<file path="src/include/hsw_pkg.sv">
/*
  Constants shared by the pin control logic of a dual high side switch:
  timing counts, sense select codes, fault bit positions, pin indices.
  Assumes a 250 MHz core clock; the long counts are overridable upward.
*/
package hsw_pkg;
  // Core clock rate in kHz.
  localparam int CLK_KHZ = 250000;
  // Direct input low time before sleep entry.
  localparam int TIN_MS = 250;
  localparam int TIN_CYC = TIN_MS * CLK_KHZ;
  // Watchdog timeout.
  localparam int WDTO_MS = 310;
  localparam int WDTO_CYC = WDTO_MS * CLK_KHZ;
  // Longest gap between external clock edges before it counts as lost.
  localparam int CLKMON_US = 100;
  localparam int CLKMON_CYC = CLKMON_US * CLK_KHZ / 1000;
  // Settling time of the sense output before the strobe goes low.
  localparam int SETTLE_US = 10;
  localparam logic [11:0] SETTLE_CYC = 12'(SETTLE_US * CLK_KHZ / 1000);
  // Width of the long timers.
  localparam int CNT_W = 27;
  // Sense select codes, {bit1, bit0}.
  localparam logic [1:0] SEL_OFF = 2'h0;
  localparam logic [1:0] SEL_CH0 = 2'h1;
  localparam logic [1:0] SEL_CH1 = 2'h2;
  localparam logic [1:0] SEL_TEMP = 2'h3;
  // Fault bit positions.
  localparam int FLT_OC = 0;
  localparam int FLT_OT = 1;
  localparam int FLT_VPWR = 2;
  localparam int FLT_SC = 3;
  localparam int FLT_OPEN_LOAD_ON_FAULT = 4;
  localparam int FLT_OPEN_LOAD_OFF_FAULT = 5;
  localparam int FLT_OV = 6;
  localparam int FLT_UV = 7;
  localparam int FLT_CLK = 8;
  localparam int FLT_N = 9;
  localparam logic [FLT_N-1:0] FLT_RESET = 9'h000;
  // Indices of the pins in the synchroniser vector.
  localparam int PIN_DIR0 = 0;
  localparam int PIN_DIR1 = 1;
  localparam int PIN_RST = 2;
  localparam int PIN_PRF0 = 3;
  localparam int PIN_PRF1 = 4;
  localparam int PIN_XCLK = 5;
  localparam int PIN_W = 6;
  // Reset value of the pin synchroniser: profile pins idle high.
  localparam logic [PIN_W-1:0] PIN_RESET = 6'h18;
  // PWM counter width; the period is 256 external clock edges.
  localparam int PWM_W = 8;
  // Operating modes.
  typedef enum logic [1:0] {
    MODE_SLEEP,
    MODE_NORMAL,
    MODE_FAILSAFE
  } hsw_mode_e;
endpackage

</file>
<file path="src/verilog/hsw_sync2.sv">
/*
  Two flip-flop synchroniser for a vector of pin levels.
  Assumes the pins are quasi-static compared to the core clock.
*/
`timescale 1ns/1ns
module hsw_sync2 #(
  parameter int W = 1,
  parameter logic [W-1:0] RST_VAL = '0
) (
  input wire logic core_clk_i,
  input wire logic reset_i,
  input wire logic clk_en_i,
  input wire logic [W-1:0] pin_i,
  output logic [W-1:0] sync_o
);
  logic [W-1:0] meta;

  // The first stage is read only by the second stage.
  always_ff @(posedge core_clk_i or posedge reset_i) begin
    if (reset_i) begin
      meta <= RST_VAL;
      sync_o <= RST_VAL;
    end else if (clk_en_i) begin
      meta <= pin_i;
      sync_o <= meta;
    end
  end
endmodule

</file>
<file path="src/verilog/hsw_pin_ctrl.sv">
/*
  Pin control logic of a dual high side switch: modes, direct inputs,
  watchdog, external PWM clock, fault flag and sense routing and strobe.
  Assumes the serial word decoder and the analog monitors run on the
  core clock; pins arrive asynchronously and are synchronised here.
*/
`timescale 1ns/1ns
module hsw_pin_ctrl #(
  parameter logic [26:0] TIN_CYC = 27'(hsw_pkg::TIN_CYC),
  parameter logic [26:0] WDTO_CYC = 27'(hsw_pkg::WDTO_CYC),
  parameter logic [26:0] CLKMON_CYC = 27'(hsw_pkg::CLKMON_CYC)
) (
  input wire logic core_clk_i,
  input wire logic reset_i,
  input wire logic clk_en_i,
  input wire logic [1:0] direct_in_i,
  input wire logic reset_wake_n_i,
  input wire logic [1:0] load_profile_inputs_i,
  input wire logic ext_pwm_clk_i,
  input wire logic sense_select_bit0_i,
  input wire logic sense_select_bit1_i,
  input wire logic track_hold_en_i,
  input wire logic vdd_present_i,
  input wire logic [1:0] oc_window_i,
  input wire logic spi_word_valid_i,
  input wire logic watchdog_toggle_bit_i,
  input wire logic watchdog_disable_bit_i,
  input wire logic [1:0] pwm_en_i,
  input wire logic [7:0] pwm_duty0_i,
  input wire logic [7:0] pwm_duty1_i,
  input wire logic [7:0] pwm_delay0_i,
  input wire logic [7:0] pwm_delay1_i,
  input wire logic [7:0] fault_event_i,
  input wire logic [8:0] fault_read_clr_i,
  output logic [1:0] ch_on_o,
  output logic awake_o,
  output logic failsafe_o,
  output logic regs_reset_o,
  output logic [1:0] motor_profile_o,
  output logic [1:0] sense_route_o,
  output logic sense_oe_n_o,
  output logic sense_hold_o,
  output logic sense_ready_o,
  output logic sense_ready_oe_n_o,
  output logic fault_flag_o,
  output logic fault_flag_oe_n_o,
  output logic [8:0] fault_status_o
);
  logic [hsw_pkg::PIN_W-1:0] pins_s;
  logic [1:0] dir_q;
  logic rst_q;
  logic xclk_q;
  hsw_pkg::hsw_mode_e mode;
  hsw_pkg::hsw_mode_e next_mode;
  logic [26:0] low_cnt;
  logic [26:0] wd_cnt;
  logic [26:0] xmon_cnt;
  logic wd_armed;
  logic wd_seen;
  logic wd_last;
  logic [7:0] pwm_cnt;
  logic [11:0] settle_cnt;
  logic [1:0] next_ch_on;
  logic [8:0] next_flt;
  logic od_low;

  // Pin synchronisers.
  hsw_sync2 #(
    .W(hsw_pkg::PIN_W),
    .RST_VAL(hsw_pkg::PIN_RESET)
  ) u_sync (
    .core_clk_i(core_clk_i),
    .reset_i(reset_i),
    .clk_en_i(clk_en_i),
    .pin_i({ext_pwm_clk_i, load_profile_inputs_i, reset_wake_n_i,
      direct_in_i}),
    .sync_o(pins_s)
  );

  // Decoded pin levels and edges.
  wire [1:0] dir = pins_s[hsw_pkg::PIN_DIR1:hsw_pkg::PIN_DIR0];
  wire rst_lvl = pins_s[hsw_pkg::PIN_RST];
  wire xclk = pins_s[hsw_pkg::PIN_XCLK];
  wire [1:0] dir_rise = dir & ~dir_q;
  wire rst_rise = rst_lvl & ~rst_q;
  wire xclk_rise = xclk & ~xclk_q;
  wire in_sleep = (mode == hsw_pkg::MODE_SLEEP);
  wire in_normal = (mode == hsw_pkg::MODE_NORMAL);
  wire in_fs = (mode == hsw_pkg::MODE_FAILSAFE);

  // Low-time timer toward sleep while the reset input is low.
  wire low_run = !rst_lvl && (dir == 2'h0) && !in_sleep;
  wire low_done = low_run && (low_cnt == TIN_CYC - 27'h1);

  // Watchdog on the toggle bit of every serial word after release.
  wire wd_run = in_normal && wd_armed && !watchdog_disable_bit_i;
  wire wd_kick = spi_word_valid_i && wd_armed &&
    (!wd_seen || (watchdog_toggle_bit_i != wd_last));
  wire wd_expired = wd_run && (wd_cnt == WDTO_CYC - 27'h1);

  // The PWM enables are forced off while reset is low; other configuration inputs pass through.
  wire [1:0] pwm_act = pwm_en_i & {2{rst_lvl}};
  wire [1:0][7:0] duty = {pwm_duty1_i, pwm_duty0_i};
  wire [1:0][7:0] delay = {pwm_delay1_i, pwm_delay0_i};
  logic [1:0] pwm_on;

  // PWM phase per channel: delay shifts turn-on, duty sets on-time.
  for (genvar c = 0; c < 2; c++) begin : g_pwm
    wire [7:0] phase = pwm_cnt - delay[c];
    assign pwm_on[c] = (phase < duty[c]);
  end

  // External clock supervision while a channel depends on it.
  wire xmon_run = in_normal && (pwm_act != 2'h0);
  wire clk_fail = xmon_run && (xmon_cnt == CLKMON_CYC - 27'h1);

  // Sticky fault bits: a new event wins over a read clear.
  wire [8:0] flt_set = {clk_fail, fault_event_i};
  assign next_flt = (fault_status_o & ~fault_read_clr_i) | flt_set;

  // Sense routing and availability.
  wire [1:0] sel = {sense_select_bit1_i, sense_select_bit0_i};
  wire sel_ch = (sel == hsw_pkg::SEL_CH0) || (sel == hsw_pkg::SEL_CH1);
  wire sel_temp = (sel == hsw_pkg::SEL_TEMP);
  wire src_on = next_ch_on[sel[1]];
  wire sense_avail = in_normal && vdd_present_i && (oc_window_i == 2'h0)
    && (sel != hsw_pkg::SEL_OFF);
  wire next_hold = sense_avail && track_hold_en_i && sel_ch && !src_on;
  wire src_live = sel_temp || src_on || next_hold;
  wire off_evt = (ch_on_o & ~next_ch_on) != 2'h0;
  wire settled = (settle_cnt == hsw_pkg::SETTLE_CYC - 12'h001);
  wire next_sync_low = sense_avail && src_live && !off_evt && settled;

  // Mode sequencing between sleep, normal and fail-safe.
  always_comb begin
    next_mode = mode;
    case (mode)
      hsw_pkg::MODE_SLEEP: begin
        if ((dir_rise != 2'h0) || rst_rise) begin
          next_mode = hsw_pkg::MODE_NORMAL;
        end
      end
      hsw_pkg::MODE_NORMAL: begin
        if (wd_expired) begin
          next_mode = hsw_pkg::MODE_FAILSAFE;
        end else if (low_done) begin
          next_mode = hsw_pkg::MODE_SLEEP;
        end
      end
      hsw_pkg::MODE_FAILSAFE: begin
        if (low_done) begin
          next_mode = hsw_pkg::MODE_SLEEP;
        end else if (rst_rise) begin
          next_mode = hsw_pkg::MODE_NORMAL;
        end
      end
      default: begin
        next_mode = hsw_pkg::MODE_SLEEP;
      end
    endcase
  end

  // Channel drive: direct inputs, or the PWM when it owns the channel.
  always_comb begin
    next_ch_on = 2'h0;
    case (mode)
      hsw_pkg::MODE_NORMAL: begin
        next_ch_on = (pwm_act & pwm_on) | (~pwm_act & dir);
      end
      hsw_pkg::MODE_FAILSAFE: begin
        next_ch_on = dir;
      end
      default: begin
        next_ch_on = 2'h0;
      end
    endcase
  end

  // Edge detectors and mode register.
  always_ff @(posedge core_clk_i or posedge reset_i) begin
    if (reset_i) begin
      dir_q <= 2'h0;
      rst_q <= 1'b0;
      xclk_q <= 1'b0;
      mode <= hsw_pkg::MODE_SLEEP;
    end else if (clk_en_i) begin
      dir_q <= dir;
      rst_q <= rst_lvl;
      xclk_q <= xclk;
      mode <= next_mode;
    end
  end

  // Low-time counter; restarts on any direct input activity.
  always_ff @(posedge core_clk_i or posedge reset_i) begin
    if (reset_i) begin
      low_cnt <= 27'h0000000;
    end else if (clk_en_i) begin
      if (!low_run) begin
        low_cnt <= 27'h0000000;
      end else if (!low_done) begin
        low_cnt <= low_cnt + 27'h0000001;
      end
    end
  end

  // Watchdog arming, toggle memory and timer.
  always_ff @(posedge core_clk_i or posedge reset_i) begin
    if (reset_i) begin
      wd_armed <= 1'b0;
      wd_seen <= 1'b0;
      wd_last <= 1'b0;
      wd_cnt <= 27'h0000000;
    end else if (clk_en_i) begin
      wd_armed <= rst_lvl && (wd_armed || rst_rise);
      if (rst_rise) begin
        wd_seen <= 1'b0;
      end else if (spi_word_valid_i && wd_armed) begin
        wd_seen <= 1'b1;
        wd_last <= watchdog_toggle_bit_i;
      end
      if (rst_rise || !wd_run || wd_kick) begin
        wd_cnt <= 27'h0000000;
      end else begin
        wd_cnt <= wd_cnt + 27'h0000001;
      end
    end
  end

  // PWM period counter on external edges, and clock loss timer restarted by them.
  always_ff @(posedge core_clk_i or posedge reset_i) begin
    if (reset_i) begin
      pwm_cnt <= 8'h00;
      xmon_cnt <= 27'h0000000;
    end else if (clk_en_i) begin
      if (xclk_rise) begin
        pwm_cnt <= pwm_cnt + 8'h01;
      end
      if (xclk_rise || !xmon_run) begin
        xmon_cnt <= 27'h0000000;
      end else if (!clk_fail) begin
        xmon_cnt <= xmon_cnt + 27'h0000001;
      end
    end
  end

  // Sense settling counter, restarted at every turn-off.
  always_ff @(posedge core_clk_i or posedge reset_i) begin
    if (reset_i) begin
      settle_cnt <= 12'h000;
    end else if (clk_en_i) begin
      if (off_evt || !sense_avail || !src_live) begin
        settle_cnt <= 12'h000;
      end else if (!settled) begin
        settle_cnt <= settle_cnt + 12'h001;
      end
    end
  end

  // Channel, mode and profile outputs.
  always_ff @(posedge core_clk_i or posedge reset_i) begin
    if (reset_i) begin
      ch_on_o <= 2'h0;
      awake_o <= 1'b0;
      failsafe_o <= 1'b0;
      regs_reset_o <= 1'b1;
      motor_profile_o <= 2'h3;
    end else if (clk_en_i) begin
      ch_on_o <= next_ch_on;
      awake_o <= (next_mode != hsw_pkg::MODE_SLEEP);
      failsafe_o <= (next_mode == hsw_pkg::MODE_FAILSAFE);
      regs_reset_o <= !rst_lvl;
      motor_profile_o <= pins_s[hsw_pkg::PIN_PRF1:hsw_pkg::PIN_PRF0];
    end
  end

  // Sense outputs and open-drain pins; open-drain data is always low.
  always_ff @(posedge core_clk_i or posedge reset_i) begin
    if (reset_i) begin
      sense_route_o <= hsw_pkg::SEL_OFF;
      sense_oe_n_o <= 1'b1;
      sense_hold_o <= 1'b0;
      sense_ready_oe_n_o <= 1'b1;
      od_low <= 1'b0;
    end else if (clk_en_i) begin
      sense_route_o <= sel;
      sense_oe_n_o <= !sense_avail;
      sense_hold_o <= next_hold;
      sense_ready_oe_n_o <= !next_sync_low;
      od_low <= 1'b0;
    end
  end

  assign sense_ready_o = od_low;
  assign fault_flag_o = od_low;

  // Fault status register and fault flag.
  always_ff @(posedge core_clk_i or posedge reset_i) begin
    if (reset_i) begin
      fault_status_o <= hsw_pkg::FLT_RESET;
      fault_flag_oe_n_o <= 1'b1;
    end else if (clk_en_i) begin
      fault_status_o <= next_flt;
      fault_flag_oe_n_o <= (next_flt == 9'h000);
    end
  end
endmodule

</file>
<file path="config.mk">
export PLATFORM = sky130hd
export DESIGN_NAME = hsw_pin_ctrl
export DESIGN_NICKNAME = d
export VERILOG_FILES = /design/src/include/hsw_pkg.sv /design/src/verilog/hsw_sync2.sv /design/src/verilog/hsw_pin_ctrl.sv
export SDC_FILE = /design/constraint.sdc
export NUM_CORES = 1
export LEC_CHECK = 0
export BUFFER_PORTS_ARGS = -buffer_cell sky130_fd_sc_hd__buf_4
export CELL_PAD_IN_SITES_DETAIL_PLACEMENT = 1
export CELL_PAD_IN_SITES_GLOBAL_PLACEMENT = 2
export CORE_MARGIN = 10
export CORE_UTILIZATION = 34
export DETAILED_ROUTE_END_ITERATION = 10
export HOLD_SLACK_MARGIN = 0.12
export PLACE_DENSITY = 0.84
export SLEW_MARGIN = 20
export SYNTH_ARGS = -nofsm -noshare
export SYNTH_HDL_FRONTEND = slang
export SYNTH_SLANG_ARGS = --single-unit
</file>
<file path="constraint.sdc">
create_clock -name core_clk_i -period 4.25 [get_ports core_clk_i]
set_input_delay 0.6375 -clock core_clk_i [delete_from_list [all_inputs] [get_ports core_clk_i]]
set_output_delay 0.6375 -clock core_clk_i [all_outputs]
set_load 0.05 [all_outputs]
</file>
After elaboration in Yosys (flattened, before gate mapping) --
Cells that the tools add are included.
Operators by class: add/subtract/negate cells 7, $mul 0, div/mod/pow operators 0, magnitude comparators 3, equality and inequality tests 14, shift-type cells 0, mux-type cells 18, bitwise operators 17, reduce and logical (&&, ||, !) cells 58
Operator list (count):
- $mux W27 | 5
- $add A27 B1 Y27 const B | 3
- $eq A27 B15 Y1 const B | 1
- $eq A27 B26 Y1 const B | 1
- $eq A27 B27 Y1 const B | 1
- $mux W12 | 2
- $logic_and A1 B1 Y1 | 20
- $lt A8 B8 Y1 | 2
- $sub A8 B8 Y8 | 2
- $add A12 B1 Y12 const B | 1
- $eq A12 B12 Y1 const B | 1
- $reduce_bool A2 Y1 | 6
- $logic_not A1 Y1 | 11
- $logic_or A1 B1 Y1 | 11
- $and A2 B2 Y2 | 5
- $mux W2 | 5
- $reduce_and A2 Y1 | 5
- $and A9 B9 Y9 | 1
- $logic_not A9 Y1 | 1
- $not A9 Y9 | 1
- $or A9 B9 Y9 | 1
- $add A8 B1 Y8 const B | 1
- $eq A2 B2 Y1 const B | 4
- $logic_not A2 Y1 | 3
- 13 further kinds | 23
Storage, ports and cells: register bits after elaboration 144, latch bits 0, bits in writable memories 0, memory bits (read-only) 0, input port bits 69, output and inout bits 24, logic and storage cells 142, memories 0

Logic depth before layout (Yosys ltp) --
word-level depth 14, mapped depth 18, mapped depth without buffers 17

By module --
A second synthesis with hierarchy kept.
Unflattened totals: cell total of the unflattened synthesis 888, area, all modules 8339.2 µm²
Modules (own cells, without submodules):
- hsw_pin_ctrl | instances 1, cells each 862, area each 7846.3 µm², seq. area each 3310.7 µm²
- hsw_sync2 | instances 1, cells each 26, area each 493.0 µm², seq. area each 305.3 µm²

Worst setup path before layout --
OpenSTA, ideal clock, no wires.
path type input port to flip-flop, start in pwm_delay0_i[0], end reg settle_cnt[11], library setup time 0.126 ns, arrival time 3.458 ns, data required time 4.124 ns, setup slack 0.666 ns, stages 16, path buffers 1, path through ha_1 inv_1 fa_1 nand2_1 nand2_1 a21oi_1 o21bai_1 a21oi_1 xnor2_1 ha_1 nand4_1 o311a_1 o31ai_2 or2_2 clkbuf_1 o2bb2ai_1
On the way: cells in the longest elaborated chain, start to end 14, elaborated cells between the ends (all ways) 20, classes of those cells add/sub: 1; order compare: 1; eq/ne: 1; mux: 4; bitwise: 4; reduce/logical: 9
RTL lines:
- start, declared | line hsw_pin_ctrl.sv:31 | input wire logic [7:0] pwm_delay0_i,
- $sub A8 B8 Y8 * | line hsw_pin_ctrl.sv:109 | wire [7:0] phase = pwm_cnt - delay[c];
- $lt A8 B8 Y1 * | line hsw_pin_ctrl.sv:110 | assign pwm_on[c] = (phase < duty[c]);
- $and A2 B2 Y2 * | line hsw_pin_ctrl.sv:168 | next_ch_on = (pwm_act & pwm_on) | (~pwm_act & dir);
- $or A2 B2 Y2 * | line hsw_pin_ctrl.sv:168
- $pmux W2 S2 * | line hsw_pin_ctrl.sv:166 | case (mode)
- $mux W1 (not written as such) (2 in a row) | line hsw_pin_ctrl.sv:125 | wire src_on = next_ch_on[sel[1]];
- $logic_not A1 Y1 | line hsw_pin_ctrl.sv:128 | wire next_hold = sense_avail && track_hold_en_i && sel_ch && !src_on;
- $logic_and A1 B1 Y1 | line hsw_pin_ctrl.sv:128
- $logic_or A1 B1 Y1 | line hsw_pin_ctrl.sv:129 | wire src_live = sel_temp || src_on || next_hold;
- $logic_not A1 Y1 | line hsw_pin_ctrl.sv:252 | if (off_evt || !sense_avail || !src_live) begin
- $logic_or A1 B1 Y1 * | line hsw_pin_ctrl.sv:252
- $ne A2 B1 Y1 (no source line)
- $reduce_and A2 Y1 (no source line)
- end signal, assigned | line hsw_pin_ctrl.sv:255 | settle_cnt <= settle_cnt + 12'h001;
- end, declared | line hsw_pin_ctrl.sv:62 | logic [11:0] settle_cnt;
Every way passes the cells marked *; elsewhere a longest branch is shown, timed or not. The select of a mux whose other input is x is not followed. A chain may end at the register's enable or synchronous reset.

Worst setup path in the final report --
start reg pwm_cnt[0], end reg settle_cnt[3]
On the way: cells in the longest elaborated chain, start to end 14, elaborated cells between the ends (all ways) 22, classes of those cells add/sub: 2; order compare: 2; eq/ne: 1; mux: 4; bitwise: 4; reduce/logical: 9
RTL lines:
- start, declared | line hsw_pin_ctrl.sv:61 | logic [7:0] pwm_cnt;
- start signal, assigned | line hsw_pin_ctrl.sv:237 | pwm_cnt <= pwm_cnt + 8'h01;
- $sub A8 B8 Y8 | line hsw_pin_ctrl.sv:109
- $lt A8 B8 Y1 | line hsw_pin_ctrl.sv:110
- $and A2 B2 Y2 * | line hsw_pin_ctrl.sv:168
- $or A2 B2 Y2 * | line hsw_pin_ctrl.sv:168
- $pmux W2 S2 * | line hsw_pin_ctrl.sv:166
- $mux W1 (not written as such) (2 in a row) | line hsw_pin_ctrl.sv:125
- $logic_not A1 Y1 | line hsw_pin_ctrl.sv:128
- $logic_and A1 B1 Y1 | line hsw_pin_ctrl.sv:128
- $logic_or A1 B1 Y1 | line hsw_pin_ctrl.sv:129
- $logic_not A1 Y1 | line hsw_pin_ctrl.sv:252
- $logic_or A1 B1 Y1 * | line hsw_pin_ctrl.sv:252
- $ne A2 B1 Y1 (no source line)
- $reduce_and A2 Y1 (no source line)
Marked as above.

==> out/metrics.yaml <==
status:
  status: "complete, no violations"
clock_tree:
  cts_buffers: 17
  cts.sinks: 144
  cts_tree: "yes"
  post_cts_buffers: 0
  holdBufCountCts: 0
  cts_buffer_depth: 2
  cts.htree.levels: 4
  cts_resized: 0
  clkTransAtPathRegs_ns: 0.07
  cts-root-buf: "clkbuf_16"
  clk_latency_ns: 0.43
floorplan:
  rows: 56
  die_area_um2: 30900
  io_pins: 93
  die_h_um: 175.8
  coreArea_um2: 23680
  fp.dieW_um: 175.8
  initial_core_util_pct: 34.84
timing:
  period_share_pct: 88.13
  max_slew_margin_pct: 35.57
  layout_setup_ws_ns: 0.5044
  finClkSkew_ns: 0.01173
  post-route-min-period_ns: 3.746
  fmax_mhz: 267.0
  grt_setup_unrepaired: "no"
  setup_viol: 0
  tns_ns: 0
  hold_viol: 0
  holdWs_ns: 0.1657
  slew_violations: 0
  worstMarginPinSlew_ns: 0.9629
synthesis:
  yosysWarnings: 0
  yosysMostFrequentCell: "dfrtp_1"
  synth_seq_cells: 144
  yosysSeqAreaShare_pct: 43.82
  postSynthCellCount: 881
  synthTopCellsByArea: "dfrtp_1 (41%), ha_1 (5.9%), xnor2_1 (5.0%), nor2_1 (4.5%), nand2_1 (3.3%)"
  synth.top_cells.by_count: "dfrtp_1 (134), nor2_1 (100), nand2_1 (72)"
  async_flop_share_pct: 100.0
  ys_types: 67
  yosysTopAreaCellShare_pct: 40.64
  syn_area_per_cell_um2: 9.366
  synthSimpleGateAreaFrac_pct: 22.21
  synth_top_family_by_area: "simple AND/OR/NAND/NOR gates"
  synth_compound_area_share_pct: 11.57
  synth_fa_ha_area_share_pct: 6.399
  syn-cell-area_um2: 8252
  muxShareOfSynthArea_pct: 3.397
  synth_edf_count: 0
  synth_area_leader_cell: "dfrtp_1"
  synthXorXnorAreaFrac_pct: 8.067
  synthFlopType: "dfrtp_1"
route:
  viasPerCell: 5.124
  drt_iter0_markers: 308
  vias: 6707
  routed_wl_um: 22490
  wl_per_cell_um: 17.18
  drc: 0
  ant_nets: 0
  drt_first_pass_iters: 4
global_routing:
  grt_pass1_wl_um: 37580
  grt_max_degree: 77
  grtUsageTotal_pct: 14.88
  grt_pass1_vias: 7259
  grt_overflow: 0
  antenna_found_initial: 0
critical_path:
  slowest_delay_ns: 0.49
  arrival_ns: 4.06
  worstPathMaxFanout: 9
  endpoint_kind: "flop"
  crit_path_cell_trace: "inv_1 > ha_1 > inv_1 > fa_1 > nand2_1 > nand2_1 > a21oi_1 > o21bai_1 > a21oi_1 > xnor2_1 > ha_1 > a21oi_1 > o2111ai_1 > a22oi_1 > nor2_1 > nor2_1 > a32o_1"
  cp_top_family: "compound AO/OA/AOI/OAI gates"
  cp.required_ns: 4.56
  start_kind: "flop"
  critPathBufInv: 2
  slowest_stage: "nor2_1"
  path_class: "flop to flop"
  crit_path_frequent_cell: "a21oi_1"
final_layout:
  instances_no_fill: 1309
  drive_gt1_share_pct: 18.08
  layout.nets: 1087
  utilization_pct: 41.87
  multi_input_area_um2: 4269
  antenna_cells: 0
  areaGrowthSynthToFinish_pct: 20.18
  n_fill_cell: 2801
  seq_area_um2: 3616
pwr:
  p_leak_nw: 4.418
  vdd_drop_max_mv: 0.2452
  p_per_area_nw_per_um2: 405.3
placement:
  place_inst: 1276
  place_ws_ns: 0.3320
  gp_congestion: 0.8162
  detailed_place_hpwl_um: 16600
  io_buffers: 90
job:
  drv_cap: 0
min_path:
  hold_path_class: "input port to async pin"
==> flip-flops by register name (all words and copies together), names as in the netlist, 2 cells and up <==
name,cells
settle_cnt,12
motor_profile_o,2
fault_status_o,9
low_cnt,27
sense_route_o,2
pwm_cnt,8
xmon_cnt,27
ch_on_o,2
mode,2
wd_cnt,27
u_sync.meta,6
u_sync.sync_o,6
dir_q,2
==> path summary, 6_finish.rpt <==
kind                              startpoint                end  slack (ns)  cells past startpoint
hold / removal                       reset_i       xmon_cnt[23]        0.17                      2
min in group core_clk_i        ext_pwm_clk_i     u_sync.meta[5]        0.43                      2
setup / recovery                  pwm_cnt[0]      settle_cnt[3]        0.50                     17
hold reg to reg            fault_flag_oe_n_o  fault_flag_oe_n_o        0.48                      1
setup reg to reg                  pwm_cnt[0]      settle_cnt[3]        0.50                     17
max in group asynchronous            reset_i     u_sync.meta[3]        3.11                      4
==> per-layer routing <==
layer	vias up	global-route usage, %	share of wire, %
met3	18	3.217	3.6
met5	-	0	0
met4	0	4.839	1.1
met1	3331	18.51	46
met2	81	25.04	50
li1	3277	-	-
==> logic make-up (layout without fill, tap and decap cells) <==
logic type | after synthesis | in the layout
buffers and inverters | 94 | 202
AO/OA/AOI/OAI | 139 | 139
flip-flops | 144 | 144
adder cells (fa/ha/maj) | 41 | 41
multiplexers | 25 | 25
XOR/XNOR | 76 | 76
other | 1 | 2
AND/OR/NAND/NOR | 361 | 361
==> report_power, final <==
group          internal, mW  leakage, nW  switching, mW
sequential             1.47         1.91         0.0955
combinational         0.401         2.22          0.562
clock                 0.881        0.287          0.615
==> metrics by stage <==
stage / area [um2] / total power [mW]
after detailed placement: 9314 / 2.556
after global placement: 9314 / 2.525
after floorplan: 8259 / 2.234
final: 9917 / 4.020
after global routing: 9917 / 4.261
after CTS: 9897 / 4.079
==> final cells by class <==
class                   count  area share, %
well taps                 319          4.025
clock buffers              19          4.466
flip-flops and latches    144          36.46
inverters                  68          2.612
multi-input cells         644          43.05
clock inverters            13          1.413
repair buffers            102          7.974
==> placed cells by master, fill, tap and decap left out, types with 5 or more instances in the layout <==
master and instances:
nand4_1 22, clkinv_4 5, or4_1 6, xnor2_1 47
ha_1 39, a32o_1 5, a22o_1 10, inv_1 67
o2bb2ai_1 10, nor2b_1 18, xor2_1 29, a21oi_1 28
clkbuf_16 17, and3_1 16, buf_4 100, dfrtp_1 134
dfstp_2 10, nand3_1 41, nor3_1 21, or3_1 8
nand2_1 72, nand2b_1 8, nor4b_1 5, nor2_1 100
and4_1 6, o31ai_1 13, o21ai_0 32, nor4_1 15
mux2_2 24
Note: power is estimated with default switching activity, not from simulation.
